===== src/fault_pkg.sv =====
// Shared constants, types and register layout for the output fault supervisor
package fault_pkg;

	// ==================================================
	// Clock and timing
	localparam int CLK_HZ = 10_000_000;
	localparam int CLK_KHZ = CLK_HZ / 1000;
	localparam int SHUTDOWN_MS = 10000;
	localparam int SHUTDOWN_CYCLES = SHUTDOWN_MS * CLK_KHZ;
	localparam int BLINK_MS = 500;
	localparam int BLINK_CYCLES = BLINK_MS * CLK_KHZ;

	// ==================================================
	// Trip levels (temperature in 0.1 C, voltage in mV, current in mA)
	localparam logic [19:0] TEMP_TRIP_DC = 20'h001c2;
	localparam logic [19:0] TEMP_HIGH_DC = 20'h00190;
	localparam logic [19:0] COMPLIANCE_MV = 20'h0abe0;
	localparam logic [19:0] CURRENT_TRIP_MA = 20'h11d28;
	localparam logic [19:0] OUTSTG_HIGH_MV = 20'h101d0;
	localparam logic [19:0] OUTSTG_LOW_MV = 20'h0abe0;
	localparam logic [19:0] PROG_LIMIT_MV = 20'h00019;

	// ==================================================
	// Register map and fields
	localparam logic [7:0] CTRL_OFS = 8'h00;
	localparam logic [7:0] SETPOINT_OFS = 8'h04;
	localparam logic [7:0] STATUS_OFS = 8'h08;
	localparam int CTRL_CLEAR_BIT = 0;
	localparam int CTRL_MODE_LSB = 1;
	localparam int CTRL_USERCLR_BIT = 3;
	localparam int CTRL_MODESET_BIT = 4;
	localparam logic [19:0] SETPOINT_RST = 20'h00000;
	localparam logic [1:0] RESP_OKAY = 2'h0;
	localparam logic [1:0] RESP_SLVERR = 2'h2;

	// ==================================================
	// Error indices
	localparam int HW_TEMP = 0;
	localparam int HW_OVERV = 1;
	localparam int HW_OVERI = 2;
	localparam int HW_AUX = 3;
	localparam int HW_RAIL = 4;
	localparam int N_HW = 5;
	localparam int OP_REMOTE = 0;
	localparam int OP_SUPPLY = 1;
	localparam int OP_MAGNET = 2;
	localparam int N_OP = 3;

	// ==================================================
	// Types
	typedef enum logic [1:0] {MODE_INTERNAL, MODE_EXTERNAL, MODE_SUM, MODE_BAD} prog_mode_e;

	typedef struct packed {
		logic [19:0] cold_temp_dc;
		logic [19:0] out_volt_mv;
		logic [19:0] out_curr_ma;
		logic [19:0] outstg_volt_mv;
		logic [19:0] prog_volt_mv;
		logic remote_loop_closed;
		logic supply_flow_closed;
		logic magnet_flow_closed;
		logic aux_alive;
		logic aux_bad_reply;
		logic rails_in_range;
		logic cal_valid;
		logic cal_corrupt;
	} monitor_s;

	typedef struct packed {
		logic status_key;
		logic esc_key;
		logic enter_key;
	} keys_s;

	typedef struct packed {
		logic [13:0] rsvd;
		prog_mode_e mode;
		logic display;
		logic power_off;
		logic user_err;
		logic cal_invalid;
		logic ext_prog;
		logic low_line;
		logic high_line;
		logic temp_high;
		logic [2:0] op;
		logic [4:0] hw;
	} status_s;

endpackage


===== src/error_latch.sv =====
// Sticky error flag, set by its condition and optionally cleared on request
`timescale 1ns/1ps
module error_latch #(
	parameter logic CLEARABLE = 1'h0
) (
	input wire logic aclk,
	input wire logic aresetn,
	input wire logic cond,
	input wire logic clear_req,
	output logic err
);

	logic next_err;

	// ==================================================
	// Next value: condition wins over any clear
	always_comb begin
		next_err = err;
		if (cond) begin
			next_err = 1'h1;
		end else if (CLEARABLE && clear_req) begin
			next_err = 1'h0;
		end
	end

	always_ff @(posedge aclk) begin
		if (!aresetn) begin
			err <= 1'h0;
		end else begin
			err <= next_err;
		end
	end

	// ==================================================
	// Checks
	a_latch_sets: assert property (@(posedge aclk) disable iff (!aresetn)
		cond |=> err) else $error("Error flag missed its condition");
	a_latch_clear_gated: assert property (@(posedge aclk) disable iff (!aresetn)
		$fell(err) |-> CLEARABLE && $past(clear_req) && !$past(cond))
		else $error("Error flag cleared without clear or with condition present");
	a_latch_sticky: assert property (@(posedge aclk) disable iff (!aresetn)
		err && !clear_req |=> err) else $error("Error flag dropped by itself");

endmodule


===== src/output_fault_supervisor.sv =====
// Fault supervisor for the magnet current supply output stage
//
// Function
// - Any shown error lights the fault lamp; user errors never do.
// - Hardware error: lamp solid, setpoint zero, entry blocked, cleared only by power cycle.
// - Operational error: lamp blinks; clears only after its condition is gone.
// - Unprocessable request answers at once with an error and leaves the lamp alone.
// - Status key opens error display; second press clears clearable errors.
// - Cold plate over 45 C: zero, block, flash ten seconds, then power off.
// - Output over 44 V compliance: zero, block, flash ten seconds, then power off.
// - Output current over 73 A: zero, block, flash ten seconds, then power off.
// - Auxiliary processor silent or wrong: zero and block until power cycle, no shutdown.
// - Monitored rail out of range at power-up: zero and block until power cycle.
// - Open remote-enable loop: zero, block; clear by key or host after closing.
// - Open supply flow loop: zero, block; clear by key or host once closed.
// - Open magnet flow loop: zero, block; clear by key or host once closed.
// - Output-stage supply above 66 V: warn, keep running, clear by itself.
// - Cold plate above 40 C: zero and block; clears itself below 40 C.
// - Refuse external or sum mode above 0.025 V; clear below it or on internal.
// - Missing or corrupt calibration flags error, still runs, escape plus enter clears.
// - Isolated fault relay follows the fault lamp at all times.
//
// Local design decisions: the address map and register access over AXI4-Lite.
`timescale 1ns/1ps
module output_fault_supervisor #(
	parameter int SHUTDOWN_CYCLES = fault_pkg::SHUTDOWN_CYCLES,
	parameter int BLINK_CYCLES = fault_pkg::BLINK_CYCLES
) (
	input wire logic aclk,
	input wire logic aresetn,
	input wire logic [7:0] s_axi_awaddr,
	input wire logic s_axi_awvalid,
	output logic s_axi_awready,
	input wire logic [31:0] s_axi_wdata,
	input wire logic [3:0] s_axi_wstrb,
	input wire logic s_axi_wvalid,
	output logic s_axi_wready,
	output logic [1:0] s_axi_bresp,
	output logic s_axi_bvalid,
	input wire logic s_axi_bready,
	input wire logic [7:0] s_axi_araddr,
	input wire logic s_axi_arvalid,
	output logic s_axi_arready,
	output logic [31:0] s_axi_rdata,
	output logic [1:0] s_axi_rresp,
	output logic s_axi_rvalid,
	input wire logic s_axi_rready,
	input wire fault_pkg::monitor_s mon,
	input wire fault_pkg::keys_s keys,
	input wire fault_pkg::prog_mode_e powerup_mode,
	output logic fault_led,
	output logic fault_relay,
	output logic entry_blocked,
	output logic [19:0] setpoint_out,
	output fault_pkg::prog_mode_e prog_mode,
	output logic msg_flash,
	output logic power_off,
	output logic status_display
);

	typedef enum logic [1:0] {SD_IDLE, SD_FLASH, SD_OFF} shut_e;

	logic first_cycle, next_first_cycle;
	logic display, next_display;
	logic [31:0] blink_cnt, next_blink_cnt;
	logic blink, next_blink;
	shut_e sd_state, next_sd_state;
	logic [31:0] sd_count, next_sd_count;
	logic temp_high, next_temp_high;
	logic high_line, next_high_line;
	logic low_line, next_low_line;
	logic ext_err, next_ext_err;
	logic cal_invalid, next_cal_invalid;
	logic user_err, next_user_err;
	fault_pkg::prog_mode_e mode, next_mode;
	logic [19:0] setpoint, next_setpoint;
	logic led, next_led;
	logic aw_held, next_aw_held;
	logic [7:0] aw_addr, next_aw_addr;
	logic w_held, next_w_held;
	logic [31:0] w_data, next_w_data;
	logic [3:0] w_strb, next_w_strb;
	logic bvalid, next_bvalid;
	logic [1:0] bresp, next_bresp;
	logic rvalid, next_rvalid;
	logic [31:0] rdata, next_rdata;
	logic [1:0] rresp, next_rresp;
	logic [fault_pkg::N_HW-1:0] hw_cond, hw_err;
	logic [fault_pkg::N_OP-1:0] op_cond, op_err;
	logic hw_any, op_show, blocked, shut_trip, key_clear, any_clear;
	logic do_write, wr_ctrl, wr_setp, wr_mapped, host_clear, user_clr;
	logic mode_set, bad_mode, setp_reject, user_evt, req_valid, prog_high, prog_low, cal_evt;
	fault_pkg::prog_mode_e req_mode;
	fault_pkg::status_s status;
	logic [31:0] rd_word;
	logic [1:0] rd_resp;

	// ==================================================
	// Error conditions
	// cold plate trip
	assign hw_cond[fault_pkg::HW_TEMP] = mon.cold_temp_dc > fault_pkg::TEMP_TRIP_DC;
	assign hw_cond[fault_pkg::HW_OVERV] = mon.out_volt_mv > fault_pkg::COMPLIANCE_MV;
	assign hw_cond[fault_pkg::HW_OVERI] = mon.out_curr_ma > fault_pkg::CURRENT_TRIP_MA;
	assign hw_cond[fault_pkg::HW_AUX] = !mon.aux_alive || mon.aux_bad_reply;
	assign hw_cond[fault_pkg::HW_RAIL] = first_cycle && !mon.rails_in_range;
	assign op_cond[fault_pkg::OP_REMOTE] = !mon.remote_loop_closed;
	assign op_cond[fault_pkg::OP_SUPPLY] = !mon.supply_flow_closed;
	assign op_cond[fault_pkg::OP_MAGNET] = !mon.magnet_flow_closed;

	// ==================================================
	// Sticky error flags
	// hardware errors never clear
	for (genvar i = 0; i < fault_pkg::N_HW; i++) begin : g_hw
		error_latch #(.CLEARABLE(1'h0)) u_hw (
			.aclk(aclk),
			.aresetn(aresetn),
			.cond(hw_cond[i]),
			.clear_req(1'h0),
			.err(hw_err[i])
		);
	end
	for (genvar j = 0; j < fault_pkg::N_OP; j++) begin : g_op
		error_latch #(.CLEARABLE(1'h1)) u_op (
			.aclk(aclk),
			.aresetn(aresetn),
			.cond(op_cond[j]),
			.clear_req(any_clear),
			.err(op_err[j])
		);
	end

	// Summary terms
	assign hw_any = |hw_err;
	assign op_show = (|op_err) | temp_high | high_line | low_line | ext_err | cal_invalid;
	assign blocked = hw_any | (|op_err) | temp_high;
	assign shut_trip = hw_err[fault_pkg::HW_TEMP] | hw_err[fault_pkg::HW_OVERV]
		| hw_err[fault_pkg::HW_OVERI];
	assign key_clear = keys.status_key && display;
	assign any_clear = key_clear || host_clear;

	// ==================================================
	// Write decode
	assign do_write = aw_held && w_held && !bvalid;
	assign wr_ctrl = do_write && (aw_addr == fault_pkg::CTRL_OFS) && w_strb[0];
	assign wr_setp = do_write && (aw_addr == fault_pkg::SETPOINT_OFS);
	assign wr_mapped = (aw_addr == fault_pkg::CTRL_OFS) || (aw_addr == fault_pkg::SETPOINT_OFS);
	assign host_clear = wr_ctrl && w_data[fault_pkg::CTRL_CLEAR_BIT];
	assign user_clr = wr_ctrl && w_data[fault_pkg::CTRL_USERCLR_BIT];
	assign mode_set = wr_ctrl && w_data[fault_pkg::CTRL_MODESET_BIT];
	assign bad_mode = mode_set
		&& (w_data[fault_pkg::CTRL_MODE_LSB +: 2] == 2'(fault_pkg::MODE_BAD));
	assign setp_reject = wr_setp && blocked;
	assign user_evt = bad_mode || setp_reject;
	assign req_valid = first_cycle || mode_set;
	assign req_mode = first_cycle ? powerup_mode
		: fault_pkg::prog_mode_e'(w_data[fault_pkg::CTRL_MODE_LSB +: 2]);
	assign prog_high = mon.prog_volt_mv > fault_pkg::PROG_LIMIT_MV;
	assign prog_low = mon.prog_volt_mv < fault_pkg::PROG_LIMIT_MV;
	assign cal_evt = (first_cycle && !mon.cal_valid) || mon.cal_corrupt;

	// ==================================================
	// Power-up marker, status display and blink timebase
	always_comb begin
		next_first_cycle = 1'h0;
		next_display = display;
		next_blink_cnt = blink_cnt + 32'h1;
		next_blink = blink;
		if (keys.status_key) begin
			next_display = !display;
		end
		if (blink_cnt == 32'(BLINK_CYCLES - 1)) begin
			next_blink_cnt = 32'h0;
			next_blink = !blink;
		end
	end

	always_ff @(posedge aclk) begin
		if (!aresetn) begin
			first_cycle <= 1'h1;
			display <= 1'h0;
			blink_cnt <= 32'h0;
			blink <= 1'h0;
		end else begin
			first_cycle <= next_first_cycle;
			display <= next_display;
			blink_cnt <= next_blink_cnt;
			blink <= next_blink;
		end
	end

	// ==================================================
	// Self power-off sequence
	always_comb begin
		next_sd_state = sd_state;
		next_sd_count = sd_count;
		case (sd_state)
			SD_IDLE: begin
				// start flashing on a shutdown trip
				if (shut_trip) begin
					next_sd_state = SD_FLASH;
					next_sd_count = 32'h0;
				end
			end
			SD_FLASH: begin
				// switch off after the flash period
				if (sd_count == 32'(SHUTDOWN_CYCLES - 1)) begin
					next_sd_state = SD_OFF;
				end else begin
					next_sd_count = sd_count + 32'h1;
				end
			end
			SD_OFF: begin
				next_sd_state = SD_OFF;
			end
			default: begin
				next_sd_state = SD_IDLE;
			end
		endcase
	end

	always_ff @(posedge aclk) begin
		if (!aresetn) begin
			sd_state <= SD_IDLE;
			sd_count <= 32'h0;
		end else begin
			sd_state <= next_sd_state;
			sd_count <= next_sd_count;
		end
	end

	// ==================================================
	// Warnings, mode, calibration, user error, setpoint and lamp
	always_comb begin
		next_temp_high = temp_high;
		if (mon.cold_temp_dc > fault_pkg::TEMP_HIGH_DC) begin
			next_temp_high = 1'h1;
		end else if (mon.cold_temp_dc < fault_pkg::TEMP_HIGH_DC) begin
			next_temp_high = 1'h0;
		end
		next_high_line = mon.outstg_volt_mv > fault_pkg::OUTSTG_HIGH_MV;
		next_low_line = mon.outstg_volt_mv < fault_pkg::OUTSTG_LOW_MV;
		next_mode = mode;
		next_ext_err = ext_err;
		// clears once programming input is low
		if (prog_low) begin
			next_ext_err = 1'h0;
		end
		if (req_valid) begin
			case (req_mode)
				fault_pkg::MODE_INTERNAL: begin
					next_mode = fault_pkg::MODE_INTERNAL;
					next_ext_err = 1'h0;
				end
				fault_pkg::MODE_EXTERNAL, fault_pkg::MODE_SUM: begin
					// refuse while programming input is high
					if (prog_high) begin
						next_ext_err = 1'h1;
					end else begin
						next_mode = req_mode;
					end
				end
				default: begin
					next_mode = mode;
				end
			endcase
		end
		// set on bad data, escape plus enter clears
		next_cal_invalid = cal_invalid;
		if (cal_evt) begin
			next_cal_invalid = 1'h1;
		end else if (keys.esc_key && keys.enter_key) begin
			next_cal_invalid = 1'h0;
		end
		// sticky user error, lamp not involved
		next_user_err = user_err;
		if (user_evt) begin
			next_user_err = 1'h1;
		end else if (user_clr) begin
			next_user_err = 1'h0;
		end
		next_setpoint = setpoint;
		if (blocked) begin
			next_setpoint = 20'h00000;
		end else if (wr_setp) begin
			for (int b = 0; b < 3; b++) begin
				if (w_strb[b]) begin
					next_setpoint[b*8 +: 4] = w_data[b*8 +: 4];
					if (b < 2) begin
						next_setpoint[b*8+4 +: 4] = w_data[b*8+4 +: 4];
					end
				end
			end
		end
		if (hw_any) begin
			next_led = 1'h1;
		end else if (op_show) begin
			next_led = blink;
		end else begin
			// lamp only while an error is shown
			next_led = 1'h0;
		end
	end

	always_ff @(posedge aclk) begin
		if (!aresetn) begin
			temp_high <= 1'h0;
			high_line <= 1'h0;
			low_line <= 1'h0;
			ext_err <= 1'h0;
			cal_invalid <= 1'h0;
			user_err <= 1'h0;
			mode <= fault_pkg::MODE_INTERNAL;
			setpoint <= fault_pkg::SETPOINT_RST;
			led <= 1'h0;
		end else begin
			temp_high <= next_temp_high;
			high_line <= next_high_line;
			low_line <= next_low_line;
			ext_err <= next_ext_err;
			cal_invalid <= next_cal_invalid;
			user_err <= next_user_err;
			mode <= next_mode;
			setpoint <= next_setpoint;
			led <= next_led;
		end
	end

	// ==================================================
	// AXI4-Lite slave
	always_comb begin
		status = '0;
		status.hw = hw_err;
		status.op = op_err;
		status.temp_high = temp_high;
		status.high_line = high_line;
		status.low_line = low_line;
		status.ext_prog = ext_err;
		status.cal_invalid = cal_invalid;
		status.user_err = user_err;
		status.power_off = power_off;
		status.display = display;
		status.mode = mode;
		rd_resp = fault_pkg::RESP_OKAY;
		case (s_axi_araddr)
			fault_pkg::CTRL_OFS: rd_word = {27'h0, 2'(mode), 3'h0} << 0;
			fault_pkg::SETPOINT_OFS: rd_word = {12'h000, setpoint};
			fault_pkg::STATUS_OFS: rd_word = status;
			default: begin
				rd_word = 32'h0;
				rd_resp = fault_pkg::RESP_SLVERR;
			end
		endcase
	end

	always_comb begin
		next_aw_held = aw_held;
		next_aw_addr = aw_addr;
		next_w_held = w_held;
		next_w_data = w_data;
		next_w_strb = w_strb;
		next_bvalid = bvalid;
		next_bresp = bresp;
		next_rvalid = rvalid;
		next_rdata = rdata;
		next_rresp = rresp;
		if (s_axi_awvalid && !aw_held) begin
			next_aw_held = 1'h1;
			next_aw_addr = s_axi_awaddr;
		end
		if (s_axi_wvalid && !w_held) begin
			next_w_held = 1'h1;
			next_w_data = s_axi_wdata;
			next_w_strb = s_axi_wstrb;
		end
		if (do_write) begin
			next_aw_held = 1'h0;
			next_w_held = 1'h0;
			next_bvalid = 1'h1;
			next_bresp = (wr_mapped && !user_evt) ? fault_pkg::RESP_OKAY : fault_pkg::RESP_SLVERR;
		end else if (bvalid && s_axi_bready) begin
			next_bvalid = 1'h0;
		end
		if (s_axi_arvalid && !rvalid) begin
			next_rvalid = 1'h1;
			next_rdata = rd_word;
			next_rresp = rd_resp;
		end else if (rvalid && s_axi_rready) begin
			next_rvalid = 1'h0;
		end
	end

	always_ff @(posedge aclk) begin
		if (!aresetn) begin
			aw_held <= 1'h0;
			aw_addr <= 8'h00;
			w_held <= 1'h0;
			w_data <= 32'h0;
			w_strb <= 4'h0;
			bvalid <= 1'h0;
			bresp <= 2'h0;
			rvalid <= 1'h0;
			rdata <= 32'h0;
			rresp <= 2'h0;
		end else begin
			aw_held <= next_aw_held;
			aw_addr <= next_aw_addr;
			w_held <= next_w_held;
			w_data <= next_w_data;
			w_strb <= next_w_strb;
			bvalid <= next_bvalid;
			bresp <= next_bresp;
			rvalid <= next_rvalid;
			rdata <= next_rdata;
			rresp <= next_rresp;
		end
	end

	// ==================================================
	// Outputs
	assign s_axi_awready = !aw_held;
	assign s_axi_wready = !w_held;
	assign s_axi_bvalid = bvalid;
	assign s_axi_bresp = bresp;
	assign s_axi_arready = !rvalid;
	assign s_axi_rvalid = rvalid;
	assign s_axi_rdata = rdata;
	assign s_axi_rresp = rresp;
	assign fault_led = led;
	assign fault_relay = led;
	assign entry_blocked = blocked;
	assign setpoint_out = setpoint;
	assign prog_mode = mode;
	assign msg_flash = (sd_state == SD_FLASH) && blink;
	assign power_off = sd_state == SD_OFF;
	assign status_display = display;

	// ==================================================
	// Checks
	a_led_hw_solid: assert property (@(posedge aclk) disable iff (!aresetn)
		hw_any |=> fault_led) else $error("Lamp not solid with hardware error");
	a_led_op_blink: assert property (@(posedge aclk) disable iff (!aresetn)
		!hw_any && op_show |=> fault_led == $past(blink)) else $error("Lamp not blinking");
	a_led_idle_off: assert property (@(posedge aclk) disable iff (!aresetn)
		!hw_any && !op_show |=> !fault_led) else $error("Lamp lit with no error");
	a_zero_setpoint: assert property (@(posedge aclk) disable iff (!aresetn)
		blocked |=> setpoint_out == 20'h00000) else $error("Setpoint not forced to zero");
	a_shutdown_time: assert property (@(posedge aclk) disable iff (!aresetn)
		sd_state == SD_FLASH && sd_count == 32'(SHUTDOWN_CYCLES - 1) |=> power_off)
		else $error("No power-off at end of flash period");
	a_no_early_off: assert property (@(posedge aclk) disable iff (!aresetn)
		sd_state == SD_IDLE |=> !power_off) else $error("Power-off without flash period");
	a_ext_refused: assert property (@(posedge aclk) disable iff (!aresetn)
		mode_set && prog_high && req_mode inside {fault_pkg::MODE_EXTERNAL, fault_pkg::MODE_SUM}
		&& mode == fault_pkg::MODE_INTERNAL |=> ext_err && prog_mode == fault_pkg::MODE_INTERNAL)
		else $error("External mode entered with programming input high");
	a_cal_keys_clear: assert property (@(posedge aclk) disable iff (!aresetn)
		keys.esc_key && keys.enter_key && !cal_evt |=> !cal_invalid)
		else $error("Calibration flag not cleared by keys");
	a_high_line_auto: assert property (@(posedge aclk) disable iff (!aresetn)
		mon.outstg_volt_mv <= fault_pkg::OUTSTG_HIGH_MV |=> !high_line)
		else $error("High line warning stuck");
	a_user_answer: assert property (@(posedge aclk) disable iff (!aresetn)
		setp_reject |=> s_axi_bvalid && s_axi_bresp == fault_pkg::RESP_SLVERR && user_err)
		else $error("Rejected setpoint write not answered with error");

endmodule


===== config.mk =====
export PLATFORM = sky130hd
export DESIGN_NAME = output_fault_supervisor
export DESIGN_NICKNAME = d
export VERILOG_FILES = /design/src/fault_pkg.sv /design/src/error_latch.sv /design/src/output_fault_supervisor.sv
export SDC_FILE = /design/constraint.sdc
export NUM_CORES = 1
export LEC_CHECK = 0
export ABC_AREA = 1
export ABC_CLOCK_PERIOD_IN_PS = 1700
export BUFFER_PORTS_ARGS = -buffer_cell sky130_fd_sc_hd__buf_2
export CAP_MARGIN = 20
export CORE_MARGIN = 4
export CORE_UTILIZATION = 48
export DETAILED_ROUTE_END_ITERATION = 8
export PLACE_DENSITY = 0.77
export SETUP_SLACK_MARGIN = 0.02
export SLEW_MARGIN = 20
export SYNTH_ARGS = -nofsm -noshare
export SYNTH_HDL_FRONTEND = slang
export SYNTH_SLANG_ARGS = --single-unit

===== constraint.sdc =====
create_clock -name aclk -period 1.7 [get_ports aclk]
set_input_delay 0.17 -clock aclk [delete_from_list [all_inputs] [get_ports aclk]]
set_output_delay 0.17 -clock aclk [all_outputs]
set_load 0.1 [all_outputs]

======== After elaboration in Yosys (flattened, before gate mapping) ========
Cells that the tools add are included.
operators by class
  add/sub/neg operators ................... 2
  $lt $le $gt $ge ......................... 9
  equality and inequality tests ........... 17
  multiplexer cells ....................... 33
  bitwise operators ....................... 10
  reductions and logical operators ........ 61
operators by type and width
  cell                   count
  $add 32x1->32 const B  2
  $mux 32                2
  $pmux 32 s2            1
  $pmux 20 s3            1
  $gt 20x17->1 const B   2
  $gt 20x9->1 const B    2
  $eq 32x23->1 const B   1
  $eq 32x27->1 const B   1
  $logic_and 1x1->1      21
  $gt 20x16->1 const B   1
  $gt 20x5->1 const B    1
  $lt 20x16->1 const B   1
  $lt 20x5->1 const B    1
  $lt 20x9->1 const B    1
  $mux 1                 20
  $eq 8x3->1 const B     2
  $logic_not 8->1        2
  $reduce_bool 2->1      7
  $mux 2                 6
  $logic_not 1->1        10
  $or 1x1->1             9
  $eq 8x4->1 const B     1
  $ne 2x2->1 const B     4
  $reduce_and 2->1       4
  other kinds (13)       29
storage, ports and cells
  register bits ........................... 177
  input port bits ......................... 172
  word-level logic and storage cells ...... 167

======== Longest topological paths before layout ========
  depth in word-level cells ............... 10
  depth in mapped cells ................... 12
  gate-level depth less buffers ........... 11

======== By module ========
A second synthesis with hierarchy kept.
second synthesis, totals
  cells, all modules ...................... 1361
  area, all modules ....................... 8833.5 um2
modules (own cells, without submodules)
  module                          instances  cells each  area each (um2)  seq. area each (um2)
  output_fault_supervisor         1          1323        8545.7           3103.0
  error_latch (g_hw[0].u_hw ...)  5          4           31.3             20.0
  error_latch (g_op[0].u_op ...)  3          6           43.8             20.0

======== Least setup slack after synthesis ========
No wires, ideal clock.
  path kind ............................... register to register
  from .................................... register rvalid (netlist: s_axi_rvalid)
  to ...................................... register rvalid (netlist: s_axi_rvalid)
  data arrival time ....................... 2.350 ns
  setup slack ............................. -0.764 ns
  cell stages (with the launch flop) ...... 6
  path buffers ............................ 1
  period minus slack after synthesis ...... 2.464 ns
  cell sequence ........................... dfxtp_1 inv_1 nand2_1 inv_1 clkbuf_1 o21a_1
between the ends
  longest elaborated chain between the ends .. 3
RTL lines
  element                                             RTL line                        text
  start, declared                                     output_fault_supervisor.sv:85   logic rvalid, next_rvalid;
  start signal, assigned                              output_fault_supervisor.sv:412  rvalid <= next_rvalid;
  $logic_not 1->1 (*)                                 -
  via s_axi_arready                                   output_fault_supervisor.sv:43   output logic s_axi_arready,
  $logic_and 1x1->1 (*)                               output_fault_supervisor.sv:383  if (s_axi_arvalid && !rvalid) begin
  $mux 1 / $reduce_bool 2->1 (equally long branches)  -
The timed path passes the listed nets; every way through them passes the cells marked *.
A chain may end at the register's enable or synchronous reset.

======== Final worst setup path ========
  from .................................... register blink_cnt[1]
  to ...................................... register blink_cnt[10]
between the ends
  longest elaborated chain between the ends .. 2
RTL lines
  element                                                                RTL line                        text
  start, declared                                                        output_fault_supervisor.sv:65   logic [31:0] blink_cnt, next_blink_cnt;
  start signal, assigned                                                 output_fault_supervisor.sv:186  blink_cnt <= next_blink_cnt;
  parallel branches: the longest is 2 deep, another holds $add 32x1->32  -
Parallel ways; which one is timed is not known.

==> results.rst <==
.. list-table::
   :header-rows: 1

   * - Metric
     - Value
   * - Clock Sinks
     - 163
   * - FILL cells
     - 1492
   * - Gr ovfl total
     - 0
   * - CTS buffer count
     - 17
   * - Worst-case register-to-register setup slack
     - -1 ps
   * - Initial drt markers
     - 684
   * - Final core utilization
     - 0.669
   * - F_max
     - 0.588 GHz
   * - Post-route antenna net violation count
     - 0
   * - Horizontal die dimension
     - 143 µm
   * - Number of synthesized register bits
     - 163
   * - Vertical die dimension
     - 143 µm
   * - First-pass detailed-route iteration total
     - 5
   * - Mapped cell area
     - 0.00871 mm²
   * - Initial standard-cell utilization of the core
     - 0.487
   * - Number of endpoints failing setup at the final stage
     - 2
   * - Leakage component of the power
     - 0.00497 µW
   * - Final hold slack
     - 8.70 ps
   * - Antenna fix cells
     - 0
   * - Final std cells w/o fill
     - 1914
   * - Setup slack of the critical path after layout
     - -1.27 ps
   * - Placer Congestion
     - 0.924
   * - Number of warnings printed during yosys synthesis
     - 0
   * - Mean number of vias per cell
     - 5.18
   * - Count of final max-slew check failures
     - 0
   * - Share of synthesized area occupied by flip-flops and latches
     - 0.375
   * - Worst vdd ir
     - 0.000875 V
   * - Setup Skew
     - 15.3 ps
   * - Total area of sequential cells
     - 0.00329 mm²
   * - Unrepaired setup endpoints after global routing
     - yes
   * - Commonest cells after routing, fill and taps aside
     - 335 x nand2_1, 210 x buf_2, 199 x nor2_1, 145 x inv_1, 145 x dfxtp_1
   * - R2R Path Start
     - blink_cnt[1]
   * - Area growth from synthesis to final layout
     - 37.4%
   * - Required @ worst endpoint
     - 2020 ps
   * - Footprint of the multi-input gates
     - 0.00494 mm²
   * - Worst slew margin relative to its limit
     - 0.643
   * - Total die area
     - 0.0204 mm²
   * - Wire length after detailed routing
     - 28700 µm
   * - Final HPWL from detailed placement
     - 20500 µm
   * - Actual slew at the worst max-slew pin
     - 539 ps
   * - Num ports
     - 241
   * - Total number of nets in the final design
     - 1854
   * - Count of buffers from port buffering
     - 213
   * - Wire per inst
     - 15.0 µm
   * - Standard cell core area
     - 0.0179 mm²
   * - Worst setup path category
     - reg -> reg
   * - Maximum net fanout on the critical path
     - 8
   * - Length in cells of the worst reg-to-reg path
     - 13
   * - Initial antenna violation count
     - 0
   * - Overall via count from detail_route
     - 9922
   * - Most common library cell in the layout ignoring fill and taps
     - nand2_1
   * - # DRC
     - 0
   * - Maximum root-to-sink buffer count
     - 2
   * - Via count of the first global-routing pass
     - 9443
   * - Standard cell area after detailed placement
     - 0.0105 mm²
   * - Endpoint kind of the worst setup timing path
     - flop
   * - Setup crit start kind
     - flop
   * - Terminus of the critical flop-to-flop path
     - blink_cnt[10]
   * - Clock tree from TritonCTS
     - yes
   * - Placed cell count
     - 1840
   * - Final period utilization
     - 1.00
   * - Reported max-cap violation count
     - 0
   * - Fin area
     - 0.0120 mm²
   * - Data arrival time at the worst-slack endpoint
     - 2020 ps
   * - H-tree depth reported by CTS
     - 4
   * - Pin count of the biggest net entering global routing
     - 45
   * - Std cell rows
     - 49
   * - Status
     - finished, violations left
   * - Mapped Avg Cell Area
     - 6.39 µm²
   * - Clock period minus final worst setup slack
     - 1700 ps
   * - Sum of internal, switching and leakage power
     - 10700 µW
   * - Number of distinct standard cells referenced by the synthesized netlist
     - 45
   * - Share of cells above drive strength 1
     - 0.277
   * - Launching instance or port of the critical path
     - blink_cnt[1]
   * - Violated checks
     - setup timing
   * - Clock latency of the later-clocked register in the worst-skew pair
     - 440 ps
   * - Synthesized instance count
     - 1363
   * - Classification of the worst-slack hold path
     - in -> reg
   * - Hold violation count in the final report
     - 0
   * - Power density cells
     - 895 mW/mm²
   * - Global router's overall resource usage
     - 0.269
   * - First-pass GRT wire length
     - 44500 µm
   * - Capture point of the critical path
     - blink_cnt[10]
   * - Clock-pin slew reported for the worst setup and hold paths after clock tree synthesis
     - 70 ps
   * - Clk root buf
     - clkbuf_16
[synthesized netlist by cell type, drive strengths merged]
master   instances  area [µm²]
or3              1        6.26
a211oi           3        22.5
xnor2            7        61.3
xor2            12         105
a21boi           2        15.0
a41oi            1        8.76
a21oi          128         641
a31oi            1        6.26
nor2           224         866
or2             15        93.8
nand3           69         363
clkinv           1        3.75
nand4           26         163
o21a             1        7.51
ha              10         125
a2111oi          1        8.76
dfxtp          163        3260
o31ai            1        7.51
o21ai           76         380
nand2b           1        6.26
o211ai           5        37.5
buf             31         221
inv            159         597
nor3            32         165
clkbuf          24        90.1
nand2          351        1330
and3             1        6.26
nand3b           4        30.0
conb             1        3.75
nor3b            3        22.5
o21bai           1        7.51
nor4             8        50.1
[kinds of logic (layout without fill, tap and decap cells)]
logic type | Yosys count | count (layout) | share of synthesized area
AO/OA/AOI/OAI | 220 | 220 | 0.131
XOR/XNOR | 19 | 19 | 0.0191
adder cells (fa/ha/maj) | 10 | 10 | 0.0144
buffers and inverters | 215 | 524 | 0.105
flip-flops | 163 | 163 | 0.375
other | 1 | 14 | 0.000430
AND/OR/NAND/NOR | 735 | 735 | 0.356
[power by group]
part           total [µW]  internal (µW)  switching (µW)
Clock                4000           2090            1900
Combinational        2620            981            1640
Sequential           4100           3980             122
Total               10700           7060            3660
[what timing repair did]
item / 4_1_cts / 5_1_grt
pin swaps: 3 / 22
gates cloned: 1 / 4
hold buffers: 23 / 0
hold endpoints to repair: 23 / 0
gates resized for setup: 24 / 109
setup buffers: 8 / 7
setup endpoints to repair: 81 / 105
[critical path, cell delays in order, from the launching register on]
cell	delay, ps
dfxtp_2	350
ha_4	140
nand2_2	50
inv_2	70
nand2_4	50
inv_2	60
nand2_2	50
nor3_2	170
buf_4	150
nand2_4	60
nand2_4	90
buf_6	120
clkbuf_16	170
nor2_4	40
[final cells by class]
class                   count  area share
clock buffers              18      0.0376
clock inverters            14      0.0145
inverters                 160      0.0521
multi-input cells         998       0.413
flip-flops and latches    163       0.275
well taps                 229      0.0239
repair buffers            331       0.183
repair inverters            1    0.000627
[metal layers]
| layer | vias up | share of wire | global-route usage |
|---|---|---|---|
| met5 | - | 0 | 0 |
| met3 | 75 | 0.062 | 0.0519 |
| li1 | 4959 | - | - |
| met4 | 0 | 0.037 | 0.101 |
| met2 | 363 | 0.49 | 0.472 |
| met1 | 4525 | 0.41 | 0.325 |
[sequential cells by signal, indices dropped and copies added (netlist names), 2 cells and up]
| register | cells |
|---|---|
| sd_state | 2 |
| sd_count | 32 |
| g_op.u_op.err | 3 |
| s_axi_rdata | 20 |
| prog_mode | 2 |
| w_strb | 3 |
| blink_cnt | 32 |
| aw_addr | 8 |
| setpoint_out | 20 |
| w_data | 20 |
| g_hw.u_hw.err | 5 |
[how the worst min path moves through the flow]
stage	startpoint	to	cells past startpoint
floorplan	keys[2]	status_display	1
global placement	mon[5]	g_op[2].u_op.err	2
detailed placement	mon[6]	g_op[1].u_op.err	2
CTS	s_axi_wdata[16]	w_data[16]	3
global route	s_axi_wdata[12]	w_data[12]	3
finish	s_axi_wdata[16]	w_data[16]	3
[stage by stage]
step           worst slack (ps)  setup TNS, ps
5_1_grt                   -85.7          -1660
3_5_place_dp              -44.2           -318
2_1_floorplan             -74.9          -1280
3_3_place_gp              -10.3          -10.3
6_report                  -1.27          -2.05
4_1_cts                   -10.4          -10.4
Power figures use the tool's default switching activity.
